`config.mk`:
```
export PLATFORM = sky130hd
export DESIGN_NAME = iao_alarm_io
export DESIGN_NICKNAME = d
export VERILOG_FILES = /design/src/design/iao_pkg.sv /design/src/design/iao_alarm_io.sv
export VERILOG_INCLUDE_DIRS = /design/src /design/src/design
export SDC_FILE = /design/constraint.sdc
export NUM_CORES = 1
export LEC_CHECK = 0
export BUFFER_PORTS_ARGS = -buffer_cell sky130_fd_sc_hd__buf_2
export CAP_MARGIN = 10
export CORE_ASPECT_RATIO = 1.1
export CORE_UTILIZATION = 45
export DETAILED_ROUTE_END_ITERATION = 8
export SETUP_SLACK_MARGIN = 0.2
export SYNTH_ARGS = -nofsm -noshare
export SYNTH_HDL_FRONTEND = slang
export SYNTH_SLANG_ARGS = --single-unit
```
`constraint.sdc`:
```
create_clock -name sys_clk -period 13.25 [get_ports sys_clk]
set_input_delay 1.9875 -clock sys_clk [delete_from_list [all_inputs] [get_ports sys_clk]]
set_output_delay 1.9875 -clock sys_clk [all_outputs]
set_load 0.01 [all_outputs]
```
`src/design/iao_map.svh`:
```
// Register map, field positions and timing constants of the alarm input/output unit
// Functional notes
// - Both input channels reset to level mode, each with own enable, mode, inversion.
// - Disabled input channel does not evaluate input; its alarm changes only by a counter-mode clear.
// - Level mode, inversion off: alarm set while input high, cleared while low.
// - Level mode, inversion on: alarm set while input low, cleared while high.
// - Inversion defaults off; setting it selects low-active alarm polarity.
// - Counter mode counts input events; alarm raised when count equals threshold.
// - After firing, counting continues but the alarm is not raised again.
// - Threshold spans 0 to 65535; threshold 0 disables the counter alarm.
// - Threshold acts only in counter mode and is ignored in level mode.
// - Input channels are alarm sources; output channels drive external equipment.
// - Output drives on-action level on alarm assert, off-action level on clear.
// - Output starts in configured initial state: last level, high or low.
// - Each output follows the alarm of one selectable input channel.
// - Output action starts after a 0 to 30000 ms delay; 0 means none.
`ifndef IAO_MAP_SVH
`define IAO_MAP_SVH

`define IAO_NCH 2
`define IAO_CNT_W 16
`define IAO_ADDR_W 8

`define IAO_OFF_IN_CTRL 8'h00
`define IAO_OFF_THR0 8'h04
`define IAO_OFF_THR1 8'h08
`define IAO_OFF_CNT0 8'h0c
`define IAO_OFF_CNT1 8'h10
`define IAO_OFF_OUT_CFG0 8'h14
`define IAO_OFF_OUT_CFG1 8'h18
`define IAO_OFF_STATUS 8'h1c
`define IAO_OFF_INT_STAT 8'h20
`define IAO_OFF_INT_MASK 8'h24

`define IAO_IC_STRIDE 4
`define IAO_IC_EN 0
`define IAO_IC_MODE 1
`define IAO_IC_INV 2
`define IAO_IC_CLR 3

`define IAO_OC_EN 0
`define IAO_OC_ON 2:1
`define IAO_OC_OFF 4:3
`define IAO_OC_INIT 6:5
`define IAO_OC_SRC 7
`define IAO_OC_DLY 31:16

`define IAO_ACT_HIGH 2'h0
`define IAO_ACT_LOW 2'h1
`define IAO_ACT_PULSE 2'h2
`define IAO_INIT_LAST 2'h0
`define IAO_INIT_HIGH 2'h1
`define IAO_INIT_LOW 2'h2

`define IAO_ST_ALARM 1:0
`define IAO_ST_PIN 3:2
`define IAO_ST_OUT 5:4
`define IAO_ST_FIRED 7:6
`define IAO_INT_W 4

`define IAO_MS_NS 1000000
`define IAO_CLK_NS 8
`define IAO_DLY_MAX_MS 16'd30000
`define IAO_PULSE_MS 16'd10

`endif

```
`src/design/iao_pkg.sv`:
```
// Types shared by the alarm input/output unit
package iao_pkg;
  `include "iao_map.svh"

  typedef struct packed {
    logic en;
    logic cnt_mode;
    logic inv;
  } iao_in_cfg_s;

  typedef struct packed {
    logic [15:0] delay;
    logic src;
    logic [1:0] init;
    logic [1:0] off_act;
    logic [1:0] on_act;
    logic en;
  } iao_out_cfg_s;

  typedef enum logic [1:0] {
    IAO_OUT_IDLE,
    IAO_OUT_WAIT,
    IAO_OUT_PULSE
  } iao_out_st_e;
endpackage

```
`src/design/iao_alarm_io.sv`:
```
// Two-channel alarm input unit with alarm-driven outputs and APB registers
//
// Implementation choices: the address map and the APB register port.
`timescale 1ns/1ps
`include "iao_map.svh"
module iao_alarm_io
#(
  parameter int CYC_PER_MS = `IAO_MS_NS / `IAO_CLK_NS
)
(
  // Clock and reset
  input wire logic sys_clk,
  input wire logic sys_rst,
  // APB slave
  input wire logic psel,
  input wire logic penable,
  input wire logic pwrite,
  input wire logic [`IAO_ADDR_W-1:0] paddr,
  input wire logic [31:0] pwdata,
  output logic [31:0] prdata,
  output logic pready,
  output logic pslverr,
  // Field pins
  input wire logic [`IAO_NCH-1:0] alarm_input_channel,
  input wire logic [`IAO_NCH-1:0] out_last_level,
  output logic [`IAO_NCH-1:0] out_level,
  // Interrupt
  output logic irq
);
  import iao_pkg::*;

  localparam int MSW = $clog2(CYC_PER_MS + 1);
  localparam int CW = `IAO_CNT_W;

  logic [`IAO_NCH-1:0] sync1_r, sync1_nxt, sync2_r, sync2_nxt, prev_r, prev_nxt;
  logic [`IAO_NCH-1:0] alarm_r, alarm_nxt, fired_r, fired_nxt, adj_w, clr_w;
  logic [CW-1:0] cnt_r [`IAO_NCH];
  logic [CW-1:0] cnt_nxt [`IAO_NCH];
  logic [CW-1:0] thr_r [`IAO_NCH];
  logic [CW-1:0] thr_nxt [`IAO_NCH];
  iao_in_cfg_s in_cfg_r [`IAO_NCH];
  iao_in_cfg_s in_cfg_nxt [`IAO_NCH];
  iao_out_cfg_s out_cfg_r [`IAO_NCH];
  iao_out_cfg_s out_cfg_nxt [`IAO_NCH];
  iao_out_st_e out_st_r [`IAO_NCH];
  iao_out_st_e out_st_nxt [`IAO_NCH];
  logic [15:0] dly_r [`IAO_NCH];
  logic [15:0] dly_nxt [`IAO_NCH];
  logic [`IAO_NCH-1:0] out_lvl_r, out_lvl_nxt, init_done_r, init_done_nxt;
  logic [`IAO_NCH-1:0] pend_on_r, pend_on_nxt, src_prev_r, src_prev_nxt;
  logic [MSW-1:0] ms_cnt_r, ms_cnt_nxt;
  logic ms_tick;
  logic [`IAO_INT_W-1:0] int_stat_r, int_stat_nxt, int_mask_r, int_mask_nxt;
  logic irq_r, irq_nxt;
  logic [31:0] prdata_r, prdata_nxt, rdata;
  logic pready_r, pready_nxt, pslverr_r, pslverr_nxt, hit;
  logic acc, wr, rd;

  function automatic logic [15:0] clamp_dly(input logic [15:0] d);
    clamp_dly = (d > `IAO_DLY_MAX_MS) ? `IAO_DLY_MAX_MS : d;
  endfunction

  // APB handshake: one wait state, then pready with registered data
  assign acc = psel && penable;
  assign wr = acc && pready_r && pwrite;
  assign rd = acc && pready_r && !pwrite;

  // Read decode
  always_comb
  begin
    rdata = 32'h0;
    hit = 1'b1;
    if (paddr == `IAO_OFF_IN_CTRL)
    begin
      for (int i = 0; i < `IAO_NCH; i++)
      begin
        rdata[i*`IAO_IC_STRIDE+`IAO_IC_EN] = in_cfg_r[i].en;
        rdata[i*`IAO_IC_STRIDE+`IAO_IC_MODE] = in_cfg_r[i].cnt_mode;
        rdata[i*`IAO_IC_STRIDE+`IAO_IC_INV] = in_cfg_r[i].inv;
      end
    end
    else if (paddr == `IAO_OFF_THR0)
      rdata[CW-1:0] = thr_r[0];
    else if (paddr == `IAO_OFF_THR1)
      rdata[CW-1:0] = thr_r[1];
    else if (paddr == `IAO_OFF_CNT0)
      rdata[CW-1:0] = cnt_r[0];
    else if (paddr == `IAO_OFF_CNT1)
      rdata[CW-1:0] = cnt_r[1];
    else if (paddr == `IAO_OFF_OUT_CFG0 || paddr == `IAO_OFF_OUT_CFG1)
    begin
      rdata[`IAO_OC_EN] = out_cfg_r[paddr[3]].en;
      rdata[`IAO_OC_ON] = out_cfg_r[paddr[3]].on_act;
      rdata[`IAO_OC_OFF] = out_cfg_r[paddr[3]].off_act;
      rdata[`IAO_OC_INIT] = out_cfg_r[paddr[3]].init;
      rdata[`IAO_OC_SRC] = out_cfg_r[paddr[3]].src;
      rdata[`IAO_OC_DLY] = out_cfg_r[paddr[3]].delay;
    end
    else if (paddr == `IAO_OFF_STATUS)
    begin
      rdata[`IAO_ST_ALARM] = alarm_r;
      rdata[`IAO_ST_PIN] = sync2_r;
      rdata[`IAO_ST_OUT] = out_lvl_r;
      rdata[`IAO_ST_FIRED] = fired_r;
    end
    else if (paddr == `IAO_OFF_INT_STAT)
      rdata[`IAO_INT_W-1:0] = int_stat_r;
    else if (paddr == `IAO_OFF_INT_MASK)
      rdata[`IAO_INT_W-1:0] = int_mask_r;
    else
      hit = 1'b0;
  end

  // Bus answer and register writes
  always_comb
  begin
    pready_nxt = acc && !pready_r;
    prdata_nxt = prdata_r;
    pslverr_nxt = 1'b0;
    if (acc && !pready_r)
    begin
      prdata_nxt = rdata;
      pslverr_nxt = !hit;
    end
    int_mask_nxt = int_mask_r;
    clr_w = '0;
    for (int i = 0; i < `IAO_NCH; i++)
    begin
      in_cfg_nxt[i] = in_cfg_r[i];
      thr_nxt[i] = thr_r[i];
      out_cfg_nxt[i] = out_cfg_r[i];
    end
    if (wr)
    begin
      if (paddr == `IAO_OFF_IN_CTRL)
      begin
        for (int i = 0; i < `IAO_NCH; i++)
        begin
          in_cfg_nxt[i].en = pwdata[i*`IAO_IC_STRIDE+`IAO_IC_EN];
          in_cfg_nxt[i].cnt_mode = pwdata[i*`IAO_IC_STRIDE+`IAO_IC_MODE];
          in_cfg_nxt[i].inv = pwdata[i*`IAO_IC_STRIDE+`IAO_IC_INV];
          clr_w[i] = pwdata[i*`IAO_IC_STRIDE+`IAO_IC_CLR];
        end
      end
      else if (paddr == `IAO_OFF_THR0)
        thr_nxt[0] = pwdata[CW-1:0];
      else if (paddr == `IAO_OFF_THR1)
        thr_nxt[1] = pwdata[CW-1:0];
      else if (paddr == `IAO_OFF_OUT_CFG0 || paddr == `IAO_OFF_OUT_CFG1)
      begin
        out_cfg_nxt[paddr[3]].en = pwdata[`IAO_OC_EN];
        out_cfg_nxt[paddr[3]].on_act = pwdata[`IAO_OC_ON];
        out_cfg_nxt[paddr[3]].off_act = pwdata[`IAO_OC_OFF];
        out_cfg_nxt[paddr[3]].init = pwdata[`IAO_OC_INIT];
        out_cfg_nxt[paddr[3]].src = pwdata[`IAO_OC_SRC];
        out_cfg_nxt[paddr[3]].delay = clamp_dly(pwdata[`IAO_OC_DLY]);
      end
      else if (paddr == `IAO_OFF_INT_MASK)
        int_mask_nxt = pwdata[`IAO_INT_W-1:0];
    end
  end

  // Input channels: synchronise, polarity, level and counter alarms
  always_comb
  begin
    sync1_nxt = alarm_input_channel;
    sync2_nxt = sync1_r;
    for (int i = 0; i < `IAO_NCH; i++)
    begin
      adj_w[i] = sync2_r[i] ^ in_cfg_r[i].inv;
      prev_nxt[i] = adj_w[i];
      alarm_nxt[i] = alarm_r[i];
      fired_nxt[i] = fired_r[i];
      cnt_nxt[i] = cnt_r[i];
      if (clr_w[i])
      begin
        cnt_nxt[i] = '0;
        fired_nxt[i] = 1'b0;
        if (in_cfg_r[i].cnt_mode)
          alarm_nxt[i] = 1'b0;
      end
      else if (in_cfg_r[i].en)
      begin
        if (!in_cfg_r[i].cnt_mode)
          alarm_nxt[i] = adj_w[i];
        else if (adj_w[i] && !prev_r[i])
        begin
          if (cnt_r[i] != '1)
            cnt_nxt[i] = CW'(cnt_r[i] + 1'b1);
          if (thr_r[i] != '0 && !fired_r[i] && CW'(cnt_r[i] + 1'b1) == thr_r[i])
          begin
            alarm_nxt[i] = 1'b1;
            fired_nxt[i] = 1'b1;
          end
        end
      end
    end
  end

  // Millisecond time base
  always_comb
  begin
    ms_tick = (ms_cnt_r == MSW'(CYC_PER_MS - 1));
    ms_cnt_nxt = ms_tick ? '0 : MSW'(ms_cnt_r + 1'b1);
  end

  // Output channels
  always_comb
  begin
    logic a;
    logic [1:0] act;
    a = 1'b0;
    act = `IAO_ACT_LOW;
    for (int i = 0; i < `IAO_NCH; i++)
    begin
      out_st_nxt[i] = out_st_r[i];
      dly_nxt[i] = dly_r[i];
      out_lvl_nxt[i] = out_lvl_r[i];
      init_done_nxt[i] = init_done_r[i];
      pend_on_nxt[i] = pend_on_r[i];
      a = alarm_r[out_cfg_r[i].src];
      act = pend_on_r[i] ? out_cfg_r[i].on_act : out_cfg_r[i].off_act;
      src_prev_nxt[i] = a;
      if (!out_cfg_r[i].en)
      begin
        out_st_nxt[i] = IAO_OUT_IDLE;
        src_prev_nxt[i] = 1'b0;
      end
      else if (!init_done_r[i])
      begin
        init_done_nxt[i] = 1'b1;
        src_prev_nxt[i] = 1'b0;
        if (out_cfg_r[i].init == `IAO_INIT_LAST)
          out_lvl_nxt[i] = out_last_level[i];
        else
          out_lvl_nxt[i] = (out_cfg_r[i].init == `IAO_INIT_HIGH);
      end
      else if (a != src_prev_r[i])
      begin
        pend_on_nxt[i] = a;
        dly_nxt[i] = out_cfg_r[i].delay;
        out_st_nxt[i] = IAO_OUT_WAIT;
      end
      else
      begin
        case (out_st_r[i])
          IAO_OUT_WAIT:
          begin
            if (dly_r[i] == '0)
            begin
              out_st_nxt[i] = IAO_OUT_IDLE;
              out_lvl_nxt[i] = (act != `IAO_ACT_LOW);
              if (act == `IAO_ACT_PULSE)
              begin
                dly_nxt[i] = `IAO_PULSE_MS;
                out_st_nxt[i] = IAO_OUT_PULSE;
              end
            end
            else if (ms_tick)
              dly_nxt[i] = dly_r[i] - 1'b1;
          end
          IAO_OUT_PULSE:
          begin
            if (dly_r[i] == '0)
            begin
              out_lvl_nxt[i] = 1'b0;
              out_st_nxt[i] = IAO_OUT_IDLE;
            end
            else if (ms_tick)
              dly_nxt[i] = dly_r[i] - 1'b1;
          end
          default:
            out_st_nxt[i] = IAO_OUT_IDLE;
        endcase
      end
    end
  end

  // Interrupt status: raise events low, clear events high; set beats read-clear
  always_comb
  begin
    int_stat_nxt = int_stat_r;
    // Clear only what the read reported; later events survive
    if (rd && paddr == `IAO_OFF_INT_STAT)
      int_stat_nxt = int_stat_r & ~prdata_r[`IAO_INT_W-1:0];
    int_stat_nxt = int_stat_nxt | {alarm_r & ~alarm_nxt, alarm_nxt & ~alarm_r};
    irq_nxt = |(int_stat_nxt & int_mask_nxt);
  end

  always_ff @(posedge sys_clk or posedge sys_rst)
  begin
    if (sys_rst)
    begin
      sync1_r <= '0;
      sync2_r <= '0;
      prev_r <= '0;
      alarm_r <= '0;
      fired_r <= '0;
      out_lvl_r <= '0;
      init_done_r <= '0;
      pend_on_r <= '0;
      src_prev_r <= '0;
      ms_cnt_r <= '0;
      int_stat_r <= '0;
      int_mask_r <= '0;
      irq_r <= 1'b0;
      prdata_r <= 32'h0;
      pready_r <= 1'b0;
      pslverr_r <= 1'b0;
      for (int i = 0; i < `IAO_NCH; i++)
      begin
        in_cfg_r[i] <= '0;
        thr_r[i] <= '0;
        cnt_r[i] <= '0;
        out_cfg_r[i] <= '{delay: 16'h0, src: 1'b0, init: `IAO_INIT_LOW,
                          off_act: `IAO_ACT_LOW, on_act: `IAO_ACT_HIGH, en: 1'b0};
        out_st_r[i] <= IAO_OUT_IDLE;
        dly_r[i] <= '0;
      end
    end
    else
    begin
      sync1_r <= sync1_nxt;
      sync2_r <= sync2_nxt;
      prev_r <= prev_nxt;
      alarm_r <= alarm_nxt;
      fired_r <= fired_nxt;
      out_lvl_r <= out_lvl_nxt;
      init_done_r <= init_done_nxt;
      pend_on_r <= pend_on_nxt;
      src_prev_r <= src_prev_nxt;
      ms_cnt_r <= ms_cnt_nxt;
      int_stat_r <= int_stat_nxt;
      int_mask_r <= int_mask_nxt;
      irq_r <= irq_nxt;
      prdata_r <= prdata_nxt;
      pready_r <= pready_nxt;
      pslverr_r <= pslverr_nxt;
      in_cfg_r <= in_cfg_nxt;
      thr_r <= thr_nxt;
      cnt_r <= cnt_nxt;
      out_cfg_r <= out_cfg_nxt;
      out_st_r <= out_st_nxt;
      dly_r <= dly_nxt;
    end
  end

  assign prdata = prdata_r;
  assign pready = pready_r;
  assign pslverr = pslverr_r;
  assign out_level = out_lvl_r;
  assign irq = irq_r;
endmodule // iao_alarm_io

```
==> impl_metrics.tcl, run 1 <==
set metrics [dict create \
    status "completed" \
    crit_arrival_ps 4640 \
    hold_viol_final 0 \
    slew_violations 0 \
    synth_xor_area_share_pct 6.07 \
    synthFlopType "dfrtp_1" \
    avgSynthCellArea_um2 9.57 \
    p_per_area_nw_per_um2 110 \
    synth_top_area_share_pct 45.2 \
    postSynthCellCount 1320 \
    cp_num_buf_inv 1 \
    htreeDepth 1 \
    drc_errors 0 \
    crit_chain "buf_2, nor4_4, nand3_1, nor2_1, o21ba_2" \
    postCtsHoldBufs 0 \
    grt_max_degree 95 \
    first_pass_iters 5 \
    grt-ovfl-total 0 \
    final_cell_mix "dfrtp_1 (228), nand2_1 (125), nor2_1 (110)" \
    routed_wl_mm 34.7 \
    ctsResizeCount 0 \
    grt_pass1_wl_mm 55.7 \
    tritoncts "built" \
    use_met3_pct 2.57 \
    path_clk_slew_ps 60 \
    seq_area_frac_synth_pct 46.0 \
    hold_depth 0 \
    grt_pass1_vias 10100 \
    synthTopCellsByArea "dfrtp_1 (45%), mux2_2 (5.4%), nand2_1 (3.7%), xnor2_1 (3.4%), nor2_1 (3.3%)" \
    dieArea_um2 28700 \
    vias 10400 \
    cts.sinks 232 \
    num_rows 63 \
    ant_nets 0 \
    register_area_um2 5810 \
    cpPeakStageDelay_ps 1040 \
    die_w_um 162 \
    path_max_fanout 17 \
    r2r_cells 8 \
    n_antenna_cell 0 \
    synth_fp_nets 1376 \
    wire_per_inst_um 19.9 \
    viasPerCell 5.95 \
    multi_input_area_um2 6360 \
    r2r_start "ms_cnt_r[0]" \
    critPathTopFamily "simple AND/OR/NAND/NOR gates" \
    async_reset_ff_share_pct 100 \
    post_cts_buffers 0 \
    synth_edf_count 0 \
    synth_area_leader_cell "dfrtp_1" \
    peakVddDrop_mv 0.0785 \
    maxCapViolCount 0 \
    clock_path_buffers 3 \
    synth_top_family_by_area "simple AND/OR/NAND/NOR gates" \
    post-route-period-util_pct 31.8 \
    io_pins 86 \
    grt_busiest_layer "met2" \
    synth_fa_ha_area_share_pct 0.693 \
    grt_antenna_before_repair 0 \
    finalSetupTns_ps 0 \
    setup_viol 0 \
    gp_congestion 0.898 \
    synth_compound_area_share_pct 16.3 \
    area_growth_syn_to_layout_pct 12.0 \
    hp-class "reg2reg" \
    rsz0062_at_grt "no" \
    cts_root_buf "clkbuf_16" \
    worst_setup_path_start_kind "primary input" \
    cp.depth 5 \
    met2_usage_pct 44.1 \
    fin_nets 1423 \
    portBuffers 85 \
    design.core.area_um2 27300 \
    start_util_pct 46.3 \
    use_met1_pct 30.9 \
    critical_path_class "in2reg" \
    cts_buffers 26 \
    drive_gt1_share_pct 17.0 \
    yosys_warnings 0 \
    fin_skew_ps 10.9 \
    worst_setup_path_end_kind "flop" \
    pre_cts_ws_ps 8530 \
    drt_first_iter_violations 787 \
    die_y_um 178 \
    clock.fmax_mhz 237 \
    nFillCells 2573 \
    track_usage_pct 24.6 \
    yosys.area_share.simple_pct 19.2 \
    slowest_stage "nor2_1" \
    setup_ws_ps 9030 \
    tightest_slew_ps 1170 \
    ys_seq_elements 232 \
    synth_mux_area_share_pct 7.99 \
    hold_path.startpoint "sync1_r[0]" \
    ys_types 82 \
    worstSetupStartpoint "paddr[1]" \
    layout_commonest_cell "dfrtp_1" \
    fin_crit_ps 4220 \
    power_leakage_nw 6.24 \
    cp_data_required_time_ps 13670 \
    slew_headroom_pct 21.6 \
    netlist_area_um2 12600 \
    clkLatencyLatePin_ps 540 \
    hpwlAfterDp_mm 24.4 \
]
-- per-stage QoR --
stage | utilization (%) | hold slack, ps | instances | total power (W) | cell area [um^2]
5_1_grt | 51.9 | 372 | 1744 | 0.00161 | 14100
3_5_place_dp | 48.5 | 346 | 1695 | 0.000823 | 13200
4_1_cts | 51.8 | 370 | 1743 | 0.00157 | 14100
6_report | 51.9 | 365 | 1744 | 0.00156 | 14100
3_3_place_gp | 48.5 | 336 | 1695 | 0.000823 | 13200
2_1_floorplan | - | 331 | 1320 | 0.000788 | 12600
-- worst reg2reg max path, cell delays in order, from the launching register on --
cell     delay, ps
dfrtp_1        420
ha_1           250
nor4b_1        420
and4_1         820
nand3_1        320
nor4b_1        720
a21oi_1        160
o21ai_1        140
o21ai_1         80
-- Yosys cell counts, types with 12 or more instances --
library cell / count
or3_1: 12
mux2i_1: 27
nor4_1: 16
o21ai_0: 82
and4_1: 12
a22oi_1: 22
clkbuf_1: 44
nand3_1: 33
a21oi_1: 59
dfrtp_1: 228
xnor2_1: 49
nand2_1: 125
nor3_1: 28
nor2b_1: 15
nand4_1: 20
and3_1: 19
nor2_1: 110
inv_1: 31
and2_1: 12
xor2_1: 36
nand2b_1: 14
buf_2: 18
o21ai_1: 66
a31oi_1: 12
mux2_2: 61
-- area by class of cell --
cell class | count | area share, %
Tap cell | 357 | 3.16
Inverter | 32 | 0.902
Sequential cell | 232 | 41.1
Multi-Input combinational cell | 980 | 45.0
Clock buffer | 38 | 5.56
Clock inverter | 10 | 0.752
Timing Repair Buffer | 95 | 3.59
-- worst paths after layout --
| kind | to | slack [ps] |
|---|---|---|
| worst max-delay path | fired_r[1] | 9030 |
| worst min-delay path | sync2_r[0] | 370 |
| worst max register to register | dly_r[29] | 9790 |
| worst min register to register | sync2_r[0] | 370 |
| max in group asynchronous | dly_r[6] | 10330 |
| min in group asynchronous | ms_cnt_r[7] | 1530 |
-- metal layers --
layer,up-vias,routed length (um)
li1,4862,-
met1,5143,14800
met2,299,17500
met3,69,1420
met4,0,1080
met5,-,0
-- report_power, final --
part           leakage (nW)  total [W]  internal (W)  switching (W)
Clock                 0.444   0.000747      0.000450       0.000297
Sequential             3.00   0.000723      0.000715     0.00000812
Combinational          2.80  0.0000868     0.0000281      0.0000587
-- sequential cells by signal, summed over array words and instances (netlist names), 4 cells and up --
name and flops:
thr_r 32, in_cfg_r 6, int_mask_r 4, prdata 32, out_cfg_r 48, out_st_r 4
int_stat_r 4, dly_r 32, cnt_r 32, ms_cnt_r 17
-- cell families (layout without fill, tap and decap cells) --
group                    Yosys count  in the layout
AO/OA/AOI/OAI                    331            331
buffers and inverters            108            175
flip-flops                       232            232
XOR/XNOR                          86             86
multiplexers                      91             91
adder cells (fa/ha/maj)            7              7
AND/OR/NAND/NOR                  465            465
No activity file was read; power rests on OpenSTA's default activity.
==> run 2: changes to the inputs <==
Settings changed: ABC_AREA from default to 1.
Clock period 13.25 ns to 3.95 ns, I/O delays scaled along.
==> run 2 against run 1 <==
Flip-flop and latch count did not move. Combinational power rose to 17 times the previous value. Global-route usage up 3.1 points. Clock skew is 10 ps higher. Clock power rose to 3.3 times the previous value. Count of clock-buffer cells in the layout unchanged. Via count is 14% higher. Largest cell class unchanged. Highest routed layer is now met5.
==> impl_metrics.tcl, run 2 <==
set metrics [dict create \
    portBuffers 85 \
    synthFlopType "dfrtp_1" \
    design.core.area_um2 27900 \
    slowest_stage "o31ai_1" \
    die_y_um 179 \
    avgSynthCellArea_um2 7.52 \
    layout_commonest_cell "nand2_1" \
    cts.sinks 232 \
    cts_root_buf "clkbuf_16" \
    synth.most_common_cell "nand2_1" \
    netlist_top_cells_count "nand2_1 (437), dfrtp_1 (228), inv_1 (218), o21ai_0 (211), nor2_1 (146)" \
    die_w_um 163 \
    synth_top_area_share_pct 44.6 \
    combinationalPowerShare_pct 21.6 \
    fin_nets 1847 \
    track_usage_pct 27.7 \
    cts_buffers 27 \
    num_rows 64 \
    grt_pass1_wl_mm 61.8 \
    fin_crit_ps 2870 \
    path_clk_slew_ps 60 \
    first_pass_iters 6 \
    worstSetupStartpoint "cnt_r[17]" \
    slew_headroom_pct 42.6 \
    area_growth_syn_to_layout_pct 13.7 \
    gp_congestion 0.939 \
    swShare_pct 33.7 \
    ant_nets 0 \
    routed_wl_mm 39.4 \
    drt_first_iter_violations 808 \
    cpPeakStageDelay_ps 580 \
    synth_edf_count 0 \
    post_cts_buffers 0 \
    max_flop_register "out_cfg_r" \
    peakVddDrop_mv 0.349 \
    fin_skew_ps 21.2 \
    grt_antenna_before_repair 1 \
    finalSetupTns_ps 0 \
    io_pins 86 \
    grt_pass1_vias 11300 \
    slew_violations 0 \
    postSynthCellCount 1699 \
    ctsResizeCount 0 \
    yosys_warnings 0 \
    postCtsHoldBufs 0 \
    p_per_area_nw_per_um2 470 \
    r2r_cells 8 \
    multi_input_area_um2 5900 \
    r2r_end "cnt_r[29]" \
    ys_types 53 \
    crit_chain "ha_1, nand2_1, nor2_4, nand4_1, o31ai_1, nand2_1, nand4_1, o21ai_0" \
    clkLatencyLatePin_ps 550 \
    drive_gt1_share_pct 11.3 \
    async_reset_ff_share_pct 100 \
    register_area_um2 5810 \
    r2r_start "cnt_r[17]" \
    internal_power_w 0.00453 \
    hpwlAfterDp_mm 29.8 \
    largest_reg_flops 48 \
    ff2ff_setup_slack_ps 1080 \
    wire_per_inst_um 18.1 \
    viasPerCell 5.42 \
    hold_viol_final 0 \
    post-route-period-util_pct 72.7 \
    n_antenna_cell 0 \
    drc_errors 0 \
    netlist_area_um2 12800 \
    clock_path_buffers 3 \
    crit_arrival_ps 3260 \
    status "completed" \
    clkPwrFrac_pct 36.4 \
    vias 11800 \
    cp_data_required_time_ps 4340 \
    tightest_slew_ps 860 \
    maxCapViolCount 0 \
    hp-class "in2async" \
    synthTopCellsByArea "dfrtp_1 (45%), nand2_1 (13%), o21ai_0 (8.3%), inv_1 (6.4%), nand3_1 (4.4%)" \
    synth_fp_nets 1755 \
    worst_setup_path_start_kind "flop" \
    clock.fmax_mhz 348 \
    power_leakage_nw 6.95 \
    start_util_pct 45.9 \
    tritoncts "built" \
    rsz0062_at_grt "no" \
    setup_ws_ps 1080 \
    seq_area_frac_synth_pct 45.4 \
    grt_max_degree 91 \
    grt-ovfl-total 0 \
    pwr-share-seq_pct 42.0 \
    nFillCells 2734 \
    synth_area_leader_cell "dfrtp_1" \
    crit_end "cnt_r[29]" \
    p_sw_w 0.00230 \
    critical_path_class "reg2reg" \
    setup_viol 0 \
    worst_setup_path_end_kind "flop" \
    htreeDepth 1 \
    dieArea_um2 29100 \
    path_max_fanout 16 \
    final_cell_mix "nand2_1 (437), dfrtp_1 (228), inv_1 (217)" \
    ys_seq_elements 232 \
    pre_cts_ws_ps 914 \
]
[run 2: cell count changes after synthesis, moves of 22 or more]
cell,delta
nand2_1,+312
xnor2_1,-45
nor2_1,+36
a21oi_1,-22
mux2_2,-61
o21ai_0,+129
o21ai_1,-61
inv_1,+187
nand3_1,+80
[run 2: cell families (layout without fill, tap and decap cells)]
logic type | after synthesis | in the layout | synth area share (%)
and+or+nand+nor | 806 | 806 | 27.2
AOI/OAI and AO/OA | 340 | 340 | 15.2
DFF | 232 | 232 | 45.4
muxes | 13 | 13 | 1.02
buffers and inverters | 276 | 388 | 8.39
adders and majority gates | 7 | 7 | 0.685
xor gates and xnor gates | 25 | 25 | 2.06
[run 2: metal layers]
| layer | track usage (%) | part of all wire [%] | wire length (um) | vias up |
|---|---|---|---|---|
| met1 | 33.6 | 41 | 16200 | 5593 |
| met5 | 0 | 0.020 | 8 | - |
| li1 | - | - | - | 5795 |
| met3 | 3.54 | 4.6 | 1800 | 82 |
| met2 | 49.3 | 50 | 19700 | 317 |
| met4 | 11.5 | 4.0 | 1570 | 2 |
[run 2: cell type report]
cell class,count,share of cell area (%)
clock buffers,38,5.14
clock inverters,11,0.826
inverters,231,5.99
multi-input cells,1191,40.6
flip-flops and latches,232,40.0
well taps,363,3.12
repair buffers,108,4.37
[run 2: critical path, delay by kind of cell, from the launching register on]
kind            cells  cell delay [ps]
compound gates      2              680
fa+ha+maj           1              340
flops               1              520
simple gates        5             1180
[run 2: worst min-delay path by stage]
stage | start | to | slack (ps) | cells past startpoint
final | sys_rst | ms_cnt_r[4] | 30 | 2
after global routing | sys_rst | ms_cnt_r[4] | 30 | 2
after CTS | sys_rst | ms_cnt_r[4] | 20 | 2
after detailed placement | sync1_r[1] | sync2_r[1] | 340 | 0
after global placement | sync1_r[0] | sync2_r[0] | 330 | 0
after floorplan | sync1_r[0] | sync2_r[0] | 330 | 0
[run 2: per-stage QoR]
stage	power, W	hold slack [ps]	instance area [um^2]	util, %	std cells
2_1_floorplan	0.00391	331	12800	-	1699
3_3_place_gp	0.00434	333	13700	49.1	2125
3_5_place_dp	0.00437	336	13700	49.1	2125
4_1_cts	0.00687	20.6	14500	52.2	2174
5_1_grt	0.00720	32.0	14500	52.2	2174
6_report	0.00683	30.4	14500	52.2	2174
[run 2: power by group through the flow]
| stage | clock, W | combinational (W) | sequential, W |
|---|---|---|---|
| after floorplan | 0 | 0.00112 | 0.00279 |
| after global placement | 0 | 0.00144 | 0.00290 |
| after detailed placement | 0 | 0.00147 | 0.00291 |
| after CTS | 0.00253 | 0.00147 | 0.00287 |
| after global routing | 0.00263 | 0.00168 | 0.00290 |
| final | 0.00249 | 0.00147 | 0.00287 |
